File: config.mk
export PLATFORM = sky130hd
export DESIGN_NAME = prescaled_interval_timer
export DESIGN_NICKNAME = d
export VERILOG_FILES = /design/src/common/interval_timer_pkg.sv /design/src/hdl/tick_prescaler.sv /design/src/hdl/prescaled_interval_timer.sv
export VERILOG_INCLUDE_DIRS = /design/src /design/src/common
export SDC_FILE = /design/constraint.sdc
export NUM_CORES = 1
export LEC_CHECK = 0
export ABC_AREA = 1
export BUFFER_PORTS_ARGS = -buffer_cell sky130_fd_sc_hd__buf_2
export CAP_MARGIN = 15
export CORE_MARGIN = 2
export CORE_UTILIZATION = 60
export DETAILED_ROUTE_END_ITERATION = 8
export PLACE_DENSITY = 0.85
export SKIP_LAST_GASP = 1
export SLEW_MARGIN = 10
export SYNTH_ARGS = -nofsm -noshare
export SYNTH_HDL_FRONTEND = slang
export SYNTH_SLANG_ARGS = --single-unit
export TNS_END_PERCENT = 100
File: constraint.sdc
create_clock -name clk -period 3.95 [get_ports clk]
set_input_delay 0.79 -clock clk [delete_from_list [all_inputs] [get_ports clk]]
set_output_delay 0.79 -clock clk [all_outputs]
set_load 0.01 [all_outputs]
File: src/common/interval_timer_cfg.svh
// constants of the prescaled interval timer: offsets, field positions, resets
// assumes an 18-bit peripheral data and address bus
`ifndef INTERVAL_TIMER_CFG_SVH
`define INTERVAL_TIMER_CFG_SVH

// data and address width of the peripheral bus
`define TMR_DATA_W 18
`define TMR_ADDR_W 18

// peripheral space base and default base offset
`define TMR_PERIPH_BASE 18'h1A000
`define TMR_BASE_OFFSET 18'h00010

// register offsets (word index on the peripheral bus)
`define TMR_OFS_CONTROL 18'h00000
`define TMR_OFS_LIMIT 18'h00001
`define TMR_OFS_COUNT 18'h00002
`define TMR_NUM_REGS 18'h00003

// control field positions
`define TMR_RUN_BIT 0
`define TMR_DIV_EN_BIT 1
`define TMR_DIV_SEL_LSB 2
`define TMR_DIV_SEL_MSB 4
`define TMR_CTRL_W 5

// reset values
`define TMR_CTRL_RESET 5'h00
`define TMR_LIMIT_RESET 18'h00000
`define TMR_COUNT_RESET 18'h00000

// prescaler counter width: largest ratio is 2^8
`define TMR_DIV_W 8

`endif

File: src/common/interval_timer_pkg.sv
// types shared by the interval timer and its prescaler
// assumes interval_timer_cfg.svh is on the include path
`include "interval_timer_cfg.svh"

package interval_timer_pkg;

  // control register fields, bit 0 at the bottom
  typedef struct packed {
    logic [2:0] divider_select;
    logic divider_enable_bit;
    logic count_run_bit;
  } ctrl_t;

  // build-time choice of what feeds the prescaler
  typedef enum logic [1:0] {
    SRC_SYSTEM,
    SRC_CLOCK_MANAGER,
    SRC_CASCADE
  } src_sel_t;

  // one request on the peripheral bus
  typedef struct packed {
    logic [`TMR_ADDR_W-1:0] addr;
    logic wr;
    logic rd;
    logic [`TMR_DATA_W-1:0] wdata;
  } bus_req_t;

  // whole state of the timer
  typedef struct packed {
    ctrl_t ctrl;
    logic [`TMR_DATA_W-1:0] limit;
    logic [`TMR_DATA_W-1:0] count;
    logic src_prev;
    logic [`TMR_DATA_W-1:0] rdata;
  } timer_state_t;

  // whole state of the prescaler
  typedef struct packed {
    logic [`TMR_DIV_W-1:0] cnt;
  } div_state_t;

endpackage : interval_timer_pkg

File: src/hdl/tick_prescaler.sv
// power-of-two prescaler for input ticks, ratio 2^(select+1)
// assumes ticks are one-cycle enables on clk
`timescale 1ns/1ps
`include "interval_timer_cfg.svh"

module tick_prescaler
  import interval_timer_pkg::*;
#(
  parameter int DIV_W = `TMR_DIV_W
) (
  input wire logic clk,
  input wire logic rst_n,
  input wire logic enable,
  input wire logic tick_in,
  input wire logic [2:0] divider_select,
  output logic tick_out
);

  div_state_t state_reg;
  div_state_t state_next;
  logic [DIV_W:0] one_hot;
  logic [DIV_W-1:0] mask;

  // mask of low bits that must all be set for one output tick
  always_comb begin
    one_hot = (DIV_W+1)'({{DIV_W{1'b0}}, 1'b1} << ({1'b0, divider_select} + 4'h1));
    mask = DIV_W'(one_hot - (DIV_W+1)'(1));
  end

  // output one tick when the masked count rolls over
  assign tick_out = enable && tick_in && ((state_reg.cnt & mask) == mask);

  // count input ticks, clear while the prescaler is off
  always_comb begin
    state_next = state_reg;
    if (!enable) begin
      state_next.cnt = '0;
    end else if (tick_in) begin
      state_next.cnt = state_reg.cnt + DIV_W'(1);
    end
  end

  // state register
  always_ff @(posedge clk) begin
    if (!rst_n) begin
      state_reg <= '0;
    end else begin
      state_reg <= state_next;
    end
  end

endmodule : tick_prescaler

File: src/hdl/prescaled_interval_timer.sv
// prescaled interval timer: 18-bit up-counter behind a power-of-two prescaler,
// three registers on the processor peripheral bus
// assumes all inputs synchronous to clk; bus requests are single-cycle strobes
// a count write in the same cycle as a tick wins; that tick is lost
// the limit has no defined power-up value; zero is loaded on reset
// non-system sources count rising edges of a level sampled on clk
// a new divider select acts on the running prescaler count
`timescale 1ns/1ps
`include "interval_timer_cfg.svh"

module prescaled_interval_timer
  import interval_timer_pkg::*;
#(
  parameter logic [`TMR_ADDR_W-1:0] base_offset_param = `TMR_BASE_OFFSET,
  parameter src_sel_t SOURCE = SRC_SYSTEM
) (
  input wire logic clk,
  input wire logic rst_n,
  input wire logic [`TMR_ADDR_W-1:0] bus_addr,
  input wire logic bus_wr,
  input wire logic bus_rd,
  input wire logic [`TMR_DATA_W-1:0] bus_wdata,
  output logic [`TMR_DATA_W-1:0] bus_rdata,
  input wire logic clock_manager_output,
  input wire logic cascade_in,
  output logic [`TMR_DATA_W-1:0] timer_output,
  output logic count_tick
);

  // whole registered state and its next value
  timer_state_t state_reg;
  timer_state_t state_next;

  // bus decode and read path
  bus_req_t req;
  logic [`TMR_ADDR_W-1:0] rel_addr;
  logic hit;
  logic wr_ctrl;
  logic wr_limit;
  logic wr_count;
  logic sel_ctrl;
  logic sel_limit;
  logic sel_count;
  logic [`TMR_ADDR_W-1:0] window_base;
  logic [`TMR_DATA_W-1:0] ctrl_readback;

  // tick path
  logic src_level;
  logic src_tick;
  logic div_tick;
  logic raw_tick;
  logic run_tick;
  logic [`TMR_DATA_W-1:0] read_value;

  // counter step and control word as written
  ctrl_t ctrl_written;
  logic at_limit;
  logic [`TMR_DATA_W-1:0] count_inc;
  logic [`TMR_DATA_W-1:0] count_stepped;

  // bundle the bus pins into one request
  always_comb begin
    req.addr = bus_addr;
    req.wr = bus_wr;
    req.rd = bus_rd;
    req.wdata = bus_wdata;
  end

  // first word of this block's window
  assign window_base = `TMR_ADDR_W'(`TMR_PERIPH_BASE + base_offset_param);

  // address relative to this block's window
  always_comb begin
    rel_addr = req.addr - window_base;
    hit = (rel_addr < `TMR_NUM_REGS);
  end

  // which register the address selects
  always_comb begin
    sel_ctrl = hit && (rel_addr == `TMR_OFS_CONTROL);
    sel_limit = hit && (rel_addr == `TMR_OFS_LIMIT);
    sel_count = hit && (rel_addr == `TMR_OFS_COUNT);
  end

  // per-register write strobes
  always_comb begin
    wr_ctrl = req.wr && sel_ctrl;
    wr_limit = req.wr && sel_limit;
    wr_count = req.wr && sel_count;
  end

  // pick the prescaler source fixed at build time
  always_comb begin
    case (SOURCE)
      SRC_SYSTEM: src_level = 1'b0; // no level, ticks every cycle
      SRC_CLOCK_MANAGER: src_level = clock_manager_output;
      SRC_CASCADE: src_level = cascade_in;
      default: src_level = 1'b0;
    endcase
  end

  // system clock ticks every cycle; other sources tick on their rising edge
  always_comb begin
    if (SOURCE == SRC_SYSTEM) begin
      src_tick = 1'b1;
    end else begin
      src_tick = src_level && !state_reg.src_prev;
    end
  end

  // divider between source and counter
  tick_prescaler #(
    .DIV_W(`TMR_DIV_W)
  ) u_prescaler (
    .clk(clk),
    .rst_n(rst_n),
    .enable(state_reg.ctrl.divider_enable_bit),
    .tick_in(src_tick),
    .divider_select(state_reg.ctrl.divider_select),
    .tick_out(div_tick)
  );

  // counter tick source: prescaled or raw
  always_comb begin
    if (state_reg.ctrl.divider_enable_bit) begin
      raw_tick = div_tick;
    end else begin
      raw_tick = src_tick;
    end
  end

  // only a running timer takes ticks
  assign run_tick = raw_tick && state_reg.ctrl.count_run_bit;

  // next counter value on a tick: wrap after the limit, else step up
  always_comb begin
    at_limit = (state_reg.count == state_reg.limit);
    count_inc = state_reg.count + `TMR_DATA_W'(1);
    if (at_limit) begin
      count_stepped = '0;
    end else begin
      count_stepped = count_inc;
    end
  end

  // control word as written; bits 5 to 17 are dropped
  always_comb begin
    ctrl_written.count_run_bit = req.wdata[`TMR_RUN_BIT];
    ctrl_written.divider_enable_bit = req.wdata[`TMR_DIV_EN_BIT];
    ctrl_written.divider_select = req.wdata[`TMR_DIV_SEL_MSB:`TMR_DIV_SEL_LSB];
  end

  // control read-back: bits 5 to 17 always zero
  assign ctrl_readback = {13'h0, state_reg.ctrl};

  // read multiplexer; unused control bits and unmapped addresses read zero
  always_comb begin
    read_value = '0;
    if (hit) begin
      case (rel_addr)
        `TMR_OFS_CONTROL: read_value = ctrl_readback;
        `TMR_OFS_LIMIT: read_value = state_reg.limit;
        `TMR_OFS_COUNT: read_value = state_reg.count;
        default: read_value = '0;
      endcase
    end
  end

  // next state
  always_comb begin
    state_next = state_reg;
    state_next.src_prev = src_level;

    // control writes keep only the five defined bits
    if (wr_ctrl) begin
      state_next.ctrl = ctrl_written;
    end

    // limit is a plain read/write register
    if (wr_limit) begin
      state_next.limit = req.wdata;
    end

    // software load wins over a tick in the same cycle
    if (wr_count) begin
      state_next.count = req.wdata;
    end else if (run_tick) begin
      state_next.count = count_stepped;
    end

    // read data is captured on the read strobe and held until the next one
    if (req.rd) begin
      state_next.rdata = read_value;
    end
  end

  // state register; limit has no defined reset value, zero is used
  always_ff @(posedge clk) begin
    if (!rst_n) begin
      state_reg.ctrl <= `TMR_CTRL_RESET;
      state_reg.limit <= `TMR_LIMIT_RESET;
      state_reg.count <= `TMR_COUNT_RESET;
      state_reg.src_prev <= 1'b0;
      state_reg.rdata <= '0;
    end else begin
      state_reg <= state_next;
    end
  end

  // counter value straight from its flip-flops
  assign timer_output = state_reg.count;

  // read data held from the last read strobe
  assign bus_rdata = state_reg.rdata;

  // one cycle high for every counter advance or wrap
  assign count_tick = run_tick;

endmodule : prescaled_interval_timer

# Word-level counts from Yosys, hierarchy flattened
# Index checks and enable logic that the tools add are counted.
[totals] register_bits=67 in_bits=42 out_inout_bits=37 word_cells=36
[op_classes] addsub=5 n_lt_le_gt_ge=1 eq_ne=4 n_shift=1 muxes=6 n_bitwise=1 n_reduce_logical=11
[op_table] operator="2-to-1 mux 18 bit" count=4
[op_table] operator="case mux 18 bit (3 select lines)" count=1
[op_table] operator="adder 18 x 1 -> 18 bit, second input constant" count=1
[op_table] operator="== test 18 x 1 -> 1 bit, second input constant" count=1
[op_table] operator="== test 18 bit" count=1
[op_table] operator="== test 18 x 2 -> 1 bit, second input constant" count=1
[op_table] operator="zero test 18 bit" count=1
[op_table] operator="less-than comparator 18 x 2 -> 1 bit, second input constant" count=1
[op_table] operator="subtractor 18 x 17 -> 18 bit, second input constant" count=1
[op_table] operator="adder 8 x 1 -> 8 bit, second input constant" count=1
[op_table] operator="bitwise AND 8 bit" count=1
[op_table] operator="== test 8 bit" count=1
[op_table] operator="logical AND 1 bit" count=8
[op_table] operator="left shift 1 x 4 -> 8 bit, first input constant" count=1
[op_table] operator="subtractor 8 x 1 -> 8 bit, second input constant" count=1
[op_table] operator="adder 3 x 1 -> 4 bit, second input constant" count=1
[op_table] operator="AND reduction 2 bit" count=1
[op_table] operator="nonzero test 2 bit" count=1
[op_table] operator="2-to-1 mux 1 bit" count=1

# Depth between registers and ports, before layout
# Gate-level depths: netlist (run 1).
[logic_depth] ltp_word=10 mapped_depth=17 depth_no_buf=15

# Modules after synthesis
# From an unflattened synthesis (run 1), not the netlist that was laid out.
[unflattened] hier_cells=725 area_unflattened_um2=5008.6
[modules_own_cells] module="prescaled_interval_timer" instances=1 cells_each=634 area_each_um2=4435.5 seq_area_each_um2=1181.1
[modules_own_cells] module="tick_prescaler" instances=1 cells_each=91 area_each_um2=573.0 seq_area_each_um2=160.2

# Least setup slack after synthesis (run 1)
# OpenSTA, ideal clock, no wires.
[synth_timing] path_kind="flip-flop to output port" start="register state_reg, in the netlist ctrl_readback[3]" end="output port count_tick" arrival_ps=1535 required_time_ps=3160 setup_slack_ps=1625 path_stages_with_launch=13 n_path_buf=1 path_cell_list="dfxtp_1 > buf_6 > nand2_1 > inv_1 > ha_1 > inv_1 > nor3_1 > nand3_1 > nand3_1 > nand3_2 > nand2_4 > nand2_4 > inv_1"
[synth_via] elab_chain_len=8
[synth_lines] item="start: declaration" line_no="prescaled_interval_timer.sv:31" rtl="timer_state_t state_reg;"
[synth_lines] item="start signal: assignment" line_no="prescaled_interval_timer.sv:206" rtl="state_reg <= state_next;"
[synth_lines] item="adder 3 x 1 -> 4 bit (*)" line_no="tick_prescaler.sv:26" rtl="one_hot = (DIV_W+1)'({{DIV_W{1'b0}}, 1'b1} << ({1'b0, divider_select} + 4'h1));"
[synth_lines] item="left shift 1 x 4 -> 8 bit (*)" line_no="tick_prescaler.sv:26"
[synth_lines] item="subtractor 8 x 1 -> 8 bit (*)" line_no="tick_prescaler.sv:27" rtl="mask = DIV_W'(one_hot - (DIV_W+1)'(1));"
[synth_lines] item="bitwise AND 8 bit" line_no="tick_prescaler.sv:31" rtl="assign tick_out = enable && tick_in && ((state_reg.cnt & mask) == mask);"
[synth_lines] item="== test 8 bit (*)" line_no="tick_prescaler.sv:31"
[synth_lines] item="logical AND 1 bit (*)" line_no="tick_prescaler.sv:31"
[synth_lines] item="2-to-1 mux 1 bit (*)" line_no="prescaled_interval_timer.sv:125" rtl="if (state_reg.ctrl.divider_enable_bit) begin"
[synth_lines] item="logical AND 1 bit (*)" line_no="prescaled_interval_timer.sv:133" rtl="assign run_tick = raw_tick && state_reg.ctrl.count_run_bit;"
[synth_lines] item="end: declaration" line_no="prescaled_interval_timer.sv:27" rtl="output logic count_tick"
# Every way passes the cells marked *; elsewhere a longest branch is shown, timed or not.

# Worst setup path in the final report (run 1)
# Same ends and word-level chain as after synthesis.

==> results.txt, run 1 <==
The flow ran to the end, and the final reports show no timing, DRC or antenna violations. The routed layout has 3960 vias. The flip-flop and latch count after synthesis came out at 67.

For the pin with the worst max-slew slack, the measured transition is 1180 ps. The startpoint identified for the worst hold timing path is u_prescaler.state_reg[0]. The fraction of the yosys area taken by sequential cells is 31.6%. The global routing stage identified its most utilized layer as met2. The number of antenna violations at the first check in global routing came out at 0. By count the netlist is led by 123 x sky130_fd_sc_hd__nand2_1, 105 x sky130_fd_sc_hd__nor2_1, 69 x sky130_fd_sc_hd__inv_1. The count of unique library cells instantiated by Yosys is 37. The setup slack of the worst register-to-register path is 1620 ps.

For this run, the number of Yosys warnings is 0. The synthesized net count came out at 655. The netlist area before placement is 0.00425 mm². The CTS tree is built. The die area came out at 0.00777 mm². The time the worst path needs with I/O delays and setup came out at 3040 ps. In the synthesized netlist, the number of instances is 610. The hold-critical path depth is 1. The critical setup path kind is flip-flop to primary output. The data arrival at the endpoint of the critical path came out at 2250 ps. The number of setup violations in the final report is 0.

The area inside the core boundary came out at 0.00683 mm². The hold violation count in the final report came to 0. The clock slew seen by the registers of the worst setup and hold paths came out at 70 ps.

The clock reaches the later pin of the worst-skew pair after 350 ps. Dividing the detail-routed via count by the number of cells gives 5.35. The sum of negative setup slack came out at 0 ps. The horizontal extent of the die came out at 88.1 µm.

The met1 layer usage reported by global route came out at 32.0%. The count of buffers inserted at the top-level ports came out at 76. The cell at the root of the clock tree is sky130_fd_sc_hd__clkbuf_8. After synthesis, the cell types taking the most area are sky130_fd_sc_hd__dfxtp_1 32%, sky130_fd_sc_hd__nand2_1 11%, sky130_fd_sc_hd__nor2_1 9.3%. For this run the aggregate overflow at the end of global routing stands at 0. The kind of start point of the critical path is a flip-flop. The count of nets after finishing is 686. The number of buffers on the longest clock path is 2. Hold repair after CTS inserted 0 buffers. Averaged over all synthesized cells, the footprint is 6.96 µm². Across the VDD grid, the largest voltage drop is 170 µV. The wire-length estimate of the detail-placed layout is 7280 µm. The post-cts sizing count came out at 0.

The final cycle utilization of the critical path is 77.0%. The reg-to-reg endpoint is timer_output[11]. STA classifies the critical path endpoint as a primary output. For hold timing, the worst endpoint is u_prescaler.state_reg[0]. Once the floorplan was initialized, standard cells occupied 62.2% of the core. The first global-routing pass estimated 16300 µm of wire. The share of layout cells above drive strength 1 came out at 23.0%. The total iterations of the first detailed-routing run came out at 5. The largest net degree at the start of global routing came out at 60. The remaining max-slew budget at the tightest pin came out at 21.4%.

The number of inserted diodes is 0. Across the run, the number of max-cap violations was 0. The number of enable-type register cells in the synthesized netlist is 0. The number of buffers created by CTS is 9. The congestion estimate from routability-driven global placement came to 0.899. The I/O pin count came out at 79. The required arrival time at the worst endpoint is 3160 ps. The static leakage came out at 1.85 nW. Post-CTS timing repair inserted 0 buffers for setup. Setup repair after global routing left no endpoint under its margin. The tightest min-delay check is of the flip-flop to flip-flop type. The overall die height is 88.1 µm. In the synthesized netlist the async set-or-reset flop fraction comes to 0%.

The largest fanout on the critical path came out at 8. The number of cells on the worst reg-to-reg path is 14. The worst register-to-register path begins at ctrl_readback[3].

The cell taking the most area after synthesis is sky130_fd_sc_hd__dfxtp_1. Yosys instantiated no cell more often than sky130_fd_sc_hd__nand2_1. The fraction of post-synthesis cell area in the top cell type by area came out at 31.6%.

The global-route met2 utilization is 47.9%. The power per unit of standard cell area is 268 mW/mm². The number of clock sinks came out at 67. Hold is met by 448 ps. The combined global-route utilization of all metal layers is 27.0%. Once detail routing completed, the nets flagged for antenna violations numbered 0.

The maximum achievable frequency came out at 329 MHz. The routed length per instance came out at 13.5 µm. For this run, design rule violations remaining after detail routing come to 0. The via count of the first global-routing pass was 3622. The count of final max-slew check failures came out at 0.

Global routing consumed, on the met3 layer, 3.39% of the routing resources. The number of inserted filler cells in the final layout came out at 617. The synthesis-to-finish area growth came out at 6.07%. The count of standard-cell rows is 30. The count of H-tree levels built during CTS is 3. The violation count after the first detailed-routing iteration came out at 309.

The worst clock skew came out at 12.4 ps. The most used flip-flop cell after synthesis is sky130_fd_sc_hd__dfxtp_1. The wire length reported by the detailed router came out at 10000 µm.
worst max path at each step:
stage / start / endpoint / depth (start not counted)
detailed placement: bus_addr[2] / state_reg[42] / 9
global route: ctrl_readback[3] / count_tick / 13
finish: ctrl_readback[3] / count_tick / 12
CTS: ctrl_readback[3] / count_tick / 12
floorplan: ctrl_readback[3] / count_tick / 12
global placement: bus_addr[2] / state_reg[50] / 9
metal layers:
metal  vias to the layer above  part of all wire [%]
li1                       1980                     -
met1                      1804                    41
met2                       147                    49
met3                        29                   6.1
met4                         0                   3.2
met5                         -                     0
power breakdown:
group,switching (mW),leakage [nW],total (mW),internal (mW)
registers,0.0000000249,0.539,0.675,0.675
clock network,0.264,0.0730,0.482,0.218
logic,0.0321,1.23,0.0488,0.0167
worst max-delay path: stages, from the launching register on:
cell                      delay, ps
sky130_fd_sc_hd__dfxtp_1        400
sky130_fd_sc_hd__nand2_1        100
sky130_fd_sc_hd__inv_1           40
sky130_fd_sc_hd__ha_1           300
sky130_fd_sc_hd__inv_1           70
sky130_fd_sc_hd__nor3_1         210
sky130_fd_sc_hd__nand3_1        120
sky130_fd_sc_hd__nand3_1        130
sky130_fd_sc_hd__nand3_2        110
sky130_fd_sc_hd__nand2_4        110
sky130_fd_sc_hd__nand2_4         80
sky130_fd_sc_hd__inv_1           90
sky130_fd_sc_hd__buf_2          130
final cells by class:
type | count | area [µm²] | share of cell area (%)
inverter | 76 | 287 | 6.36
sequential | 67 | 1340 | 29.8
timing repair buffer | 76 | 380 | 8.44
clock buffer | 9 | 124 | 2.75
multi-input combinational | 411 | 2220 | 49.3
tap | 96 | 120 | 2.67
clock inverter | 5 | 32.5 | 0.722
logic make-up after synthesis:
logic type / count (synthesis) / synth area share, %
compound gates: 93 / 15.9
xor+xnor: 20 / 4.12
fa+ha+maj: 3 / 0.884
buf+inv: 132 / 16.1
flops: 67 / 31.6
simple gates: 295 / 31.4
layout by cell type, fill, tap and decap left out, drive strengths merged, types with 11 or more instances in the layout:
cell	netlist	layout
nand2	130	130
nor3	14	14
o22ai	13	13
a21oi	29	29
inv	75	75
xor2	17	17
buf	47	76
nand3	26	26
o21ai	25	25
a211oi	23	23
nand4	11	11
dfxtp	67	67
nor2	111	111
metrics by stage:
step           utilization [%]  total power, mW  instance area, µm²  instances  worst slack, ps
6_report                  65.9             1.21                4500        740              910
5_1_grt                   65.9             1.25                4500        740              760
4_1_cts                   65.9             1.21                4500        740              956
3_5_place_dp              63.6            0.739                4350        726             1200
3_3_place_gp              63.6            0.738                4350        726             1270
2_1_floorplan                -            0.710                4250        610             1630
Power figures use the tool's default switching activity.
==> inputs of run 2 (changes only) <==
--- a/config.mk
+++ b/config.mk
@@ -10,9 +10,9 @@
 export BUFFER_PORTS_ARGS = -buffer_cell sky130_fd_sc_hd__buf_2
 export CAP_MARGIN = 15
 export CORE_MARGIN = 2
-export CORE_UTILIZATION = 60
+export CORE_UTILIZATION = 51
 export DETAILED_ROUTE_END_ITERATION = 8
-export PLACE_DENSITY = 0.85
+export PLACE_DENSITY = 0.77
 export SKIP_LAST_GASP = 1
 export SLEW_MARGIN = 10
 export SYNTH_ARGS = -nofsm -noshare
==> constraint.sdc (replaced) <==
create_clock -name clk -period 2.64 [get_ports clk]
set_input_delay 0.528 -clock clk [delete_from_list [all_inputs] [get_ports clk]]
set_output_delay 0.528 -clock clk [all_outputs]
set_load 0.01 [all_outputs]
==> run 2 against run 1 <==
  * Sequential power increased by 50%
  * Combinational power grew 57%
  * Register-to-register slack worse by 1300 ps
  * Setup slack worse by 770 ps
  * Wire length is 3.7% higher
  * First-iteration DRC count is 41% lower
  * Hold slack better by 0.90 ps
  * Via count is essentially flat
  * Largest power group unchanged
==> results.txt, run 2 (synthesized netlist as in run 1, its figures left out) <==
Status: finished clean (unchanged). The hold-critical path depth came out at 1 (unchanged). The required arrival time at the worst endpoint was 2110 ps (was 3160 ps).

The pre-CTS setup slack is 294 ps (was 1200 ps). The total power of the final layout came to 2.06 mW (was 1.21 mW). The number of buffers created by CTS came out at 9 (unchanged).

The half-perimeter wire length after placement came to 7510 µm (was 7280 µm). The remaining design rule violation count is 0 (unchanged). The area inside the core boundary is 0.00813 mm² (was 0.00683 mm²).

The clock slew seen by the registers of the worst setup and hold paths came out at 80 ps (was 70 ps). The total instance count after detailed placement came to 740 (was 726). The insertion delay of the later-clocked pin in the worst-skew pair was 350 ps (about the same). The routed via count divided by cell count came out at 5.19 (was 5.35). The number of cells on the worst reg-to-reg path is 17 (was 14). The count of final max-slew check failures came out at 0 (unchanged). The smallest setup slack after layout came out at 141 ps (was 910 ps). The count of standard-cell rows was 33 (was 30). The area taken by flip-flops and latches is 0.00135 mm² (was 0.00134 mm²). The residual antenna-violating net count after detailed routing is 0 (unchanged).

The static leakage is 1.94 nW (was 1.85 nW). The peak ir drop on the vdd network was 239 µV (was 170 µV). The worst hold margin is 449 ps (was 448 ps). The number of antenna violations at the first check in global routing is 0 (unchanged).

The category of the worst setup path capture point is a primary output (unchanged). The sum of negative setup slack came out at 0 ps (unchanged). The maximum achievable frequency is 400 MHz. The wire length reported by the detailed router came to 10400 µm (was 10000 µm). The area of the multi-input gates came out at 0.00225 mm² (was 0.00222 mm²).

The met1 routed wirelength after detailed routing was 4320 µm (was 4140 µm). The transition time at the pin with the least slew margin came out at 476 ps (was 1180 ps). The overall die height came out at 95.3 µm (was 88.1 µm).

The worst hold endpoint is u_prescaler.state_reg[0] (unchanged). The number of inserted diodes came to 0 (unchanged). The reg-to-reg endpoint was timer_output[17] (was timer_output[11]). The met3 wire length is 573 µm (was 606 µm).

The share of layout cells above drive strength 1 came out at 26.1% (was 23.0%). The cell at the root of the clock tree was sky130_fd_sc_hd__clkbuf_8 (unchanged). The total length of routed met2 wires came out at 5330 µm (was 4940 µm). The final cycle utilization of the critical path came out at 94.7%. RSZ-0062 raised after global routing: false (unchanged). The data arrival at the endpoint of the critical path came out at 1970 ps (was 2250 ps). The number of inserted filler cells in the final layout came out at 776 (was 617).

The hold path startpoint is u_prescaler.state_reg[0] (unchanged). The number of setup violations in the final report is 0 (unchanged). The class of the tightest hold or removal check was flip-flop to flip-flop (unchanged). The critical setup path kind was flip-flop to primary output (unchanged). The hold violation count in the final report came out at 0 (unchanged). The count of buffers inserted at the top-level ports came out at 76 (unchanged). The count of maximum capacitance violations is 0 (unchanged). The power per unit of standard cell area came out at 436 mW/mm² (was 268 mW/mm²).

The I/O pin count is 79 (unchanged). The via count is 3963 (was 3960). The post-layout instance area is 0.00473 mm² (was 0.00450 mm²). The number of buffers on the longest clock path is 2 (unchanged). The die area is 0.00907 mm² (was 0.00777 mm²). The largest net degree at the start of global routing is 41 (was 60). The reg-to-reg critical path startpoint is ctrl_readback[3] (unchanged). The setup slack of the worst register-to-register path came out at 310 ps (was 1620 ps). The violation count after the first detailed-routing iteration came out at 181 (was 309). The worst clock skew is 8.74 ps (was 12.4 ps). The residual overflow from global routing is 0 (unchanged). The count of H-tree levels built during CTS came out at 3 (unchanged). The routed length per instance came to 13.6 µm (was 13.5 µm). The worst path needs 2500 ps of the cycle, external delays included. The synthesis-to-finish area growth is 11.3% (was 6.07%). The placer congestion estimate came out at 0.893 (was 0.899).

The combined global-route utilization of all metal layers is 23.7% (was 27.0%). The kind of start point of the critical path is a flip-flop (unchanged). The horizontal extent of the die came out at 95.3 µm (was 88.1 µm). The first-pass GRT wire length is 16700 µm (was 16300 µm). The number of clock sinks came out at 67 (unchanged). The via count of the first global-routing pass came to 3641 (was 3622).

The final core utilization came out at 58.1% (was 65.9%). The most common cell after layout, fill and taps aside is sky130_fd_sc_hd__nand2_1 (unchanged). The total iterations of the first detailed-routing run came out at 4 (was 5). Commonest cells after routing, fill and taps aside: 121 x sky130_fd_sc_hd__nand2_1, 105 x sky130_fd_sc_hd__nor2_1, 76 x sky130_fd_sc_hd__buf_2 (was 123 x sky130_fd_sc_hd__nand2_1, 105 x sky130_fd_sc_hd__nor2_1, 76 x sky130_fd_sc_hd__buf_2). The CTS tree is built (unchanged). The largest fanout on the critical path came out at 5 (was 8). The top routing layer in use is met4 (unchanged). The post-placement cell area came out at 0.00441 mm² (was 0.00435 mm²). The remaining max-slew budget at the tightest pin is 68.3% (was 21.4%). The count of nets after finishing was 698 (was 686). The starting density of the core was 52.2% (was 62.2%). The final cell count without fillers is 763 (was 740).
[run 2: timing repair]
action,in CTS,in global routing
setup endpoints to repair,1,1
pin swaps,0,6
resized for setup,3,10
buffers inserted,0,7
hold buffers,0,0
[run 2: worst max-delay path, stage by stage, from the launching register on]
cell and delay [ps]:
sky130_fd_sc_hd__dfxtp_4 370, sky130_fd_sc_hd__nand2_2 70, sky130_fd_sc_hd__inv_2 40, sky130_fd_sc_hd__ha_4 240
sky130_fd_sc_hd__nor2_1 100, sky130_fd_sc_hd__nand2_1 80, sky130_fd_sc_hd__nand2_1 100, sky130_fd_sc_hd__nand3_1 70
sky130_fd_sc_hd__nor2_1 110, sky130_fd_sc_hd__nand3_2 100, sky130_fd_sc_hd__nand2_4 110, sky130_fd_sc_hd__nand2_4 50
sky130_fd_sc_hd__inv_2 60, sky130_fd_sc_hd__buf_2 120
[run 2: power by group]
group / leakage [nW] / switching (mW) / internal (mW) / total, mW
clock network: 0.113 / 0.396 / 0.582 / 0.978
registers: 0.541 / 0.0000000354 / 1.01 / 1.01
logic: 1.29 / 0.0485 / 0.0282 / 0.0767
total: 1.94 / 0.444 / 1.62 / 2.06
[run 2: worst max-delay path by stage]
stage,start,end,cells past startpoint
2_1_floorplan,ctrl_readback[3],count_tick,12
5_1_grt,ctrl_readback[3],count_tick,13
6_report,ctrl_readback[3],count_tick,13
4_1_cts,ctrl_readback[3],count_tick,13
3_3_place_gp,ctrl_readback[3],count_tick,12
3_5_place_dp,ctrl_readback[3],count_tick,12
[run 2: cell type report]
cell class	instances	area share, %
tap	105	2.78
clock inverter	4	1.54
clock buffer	12	3.28
multi-input combinational	411	47.6
sequential	67	28.6
timing repair buffer	88	10.2
inverter	76	6.06
[run 2: layer usage]
layer | vias to the layer above | track usage [%]
li1 | 2012 | -
met1 | 1827 | 27.9
met3 | 13 | 5.30
met4 | 0 | 5.92
met5 | - | 0
met2 | 111 | 43.3
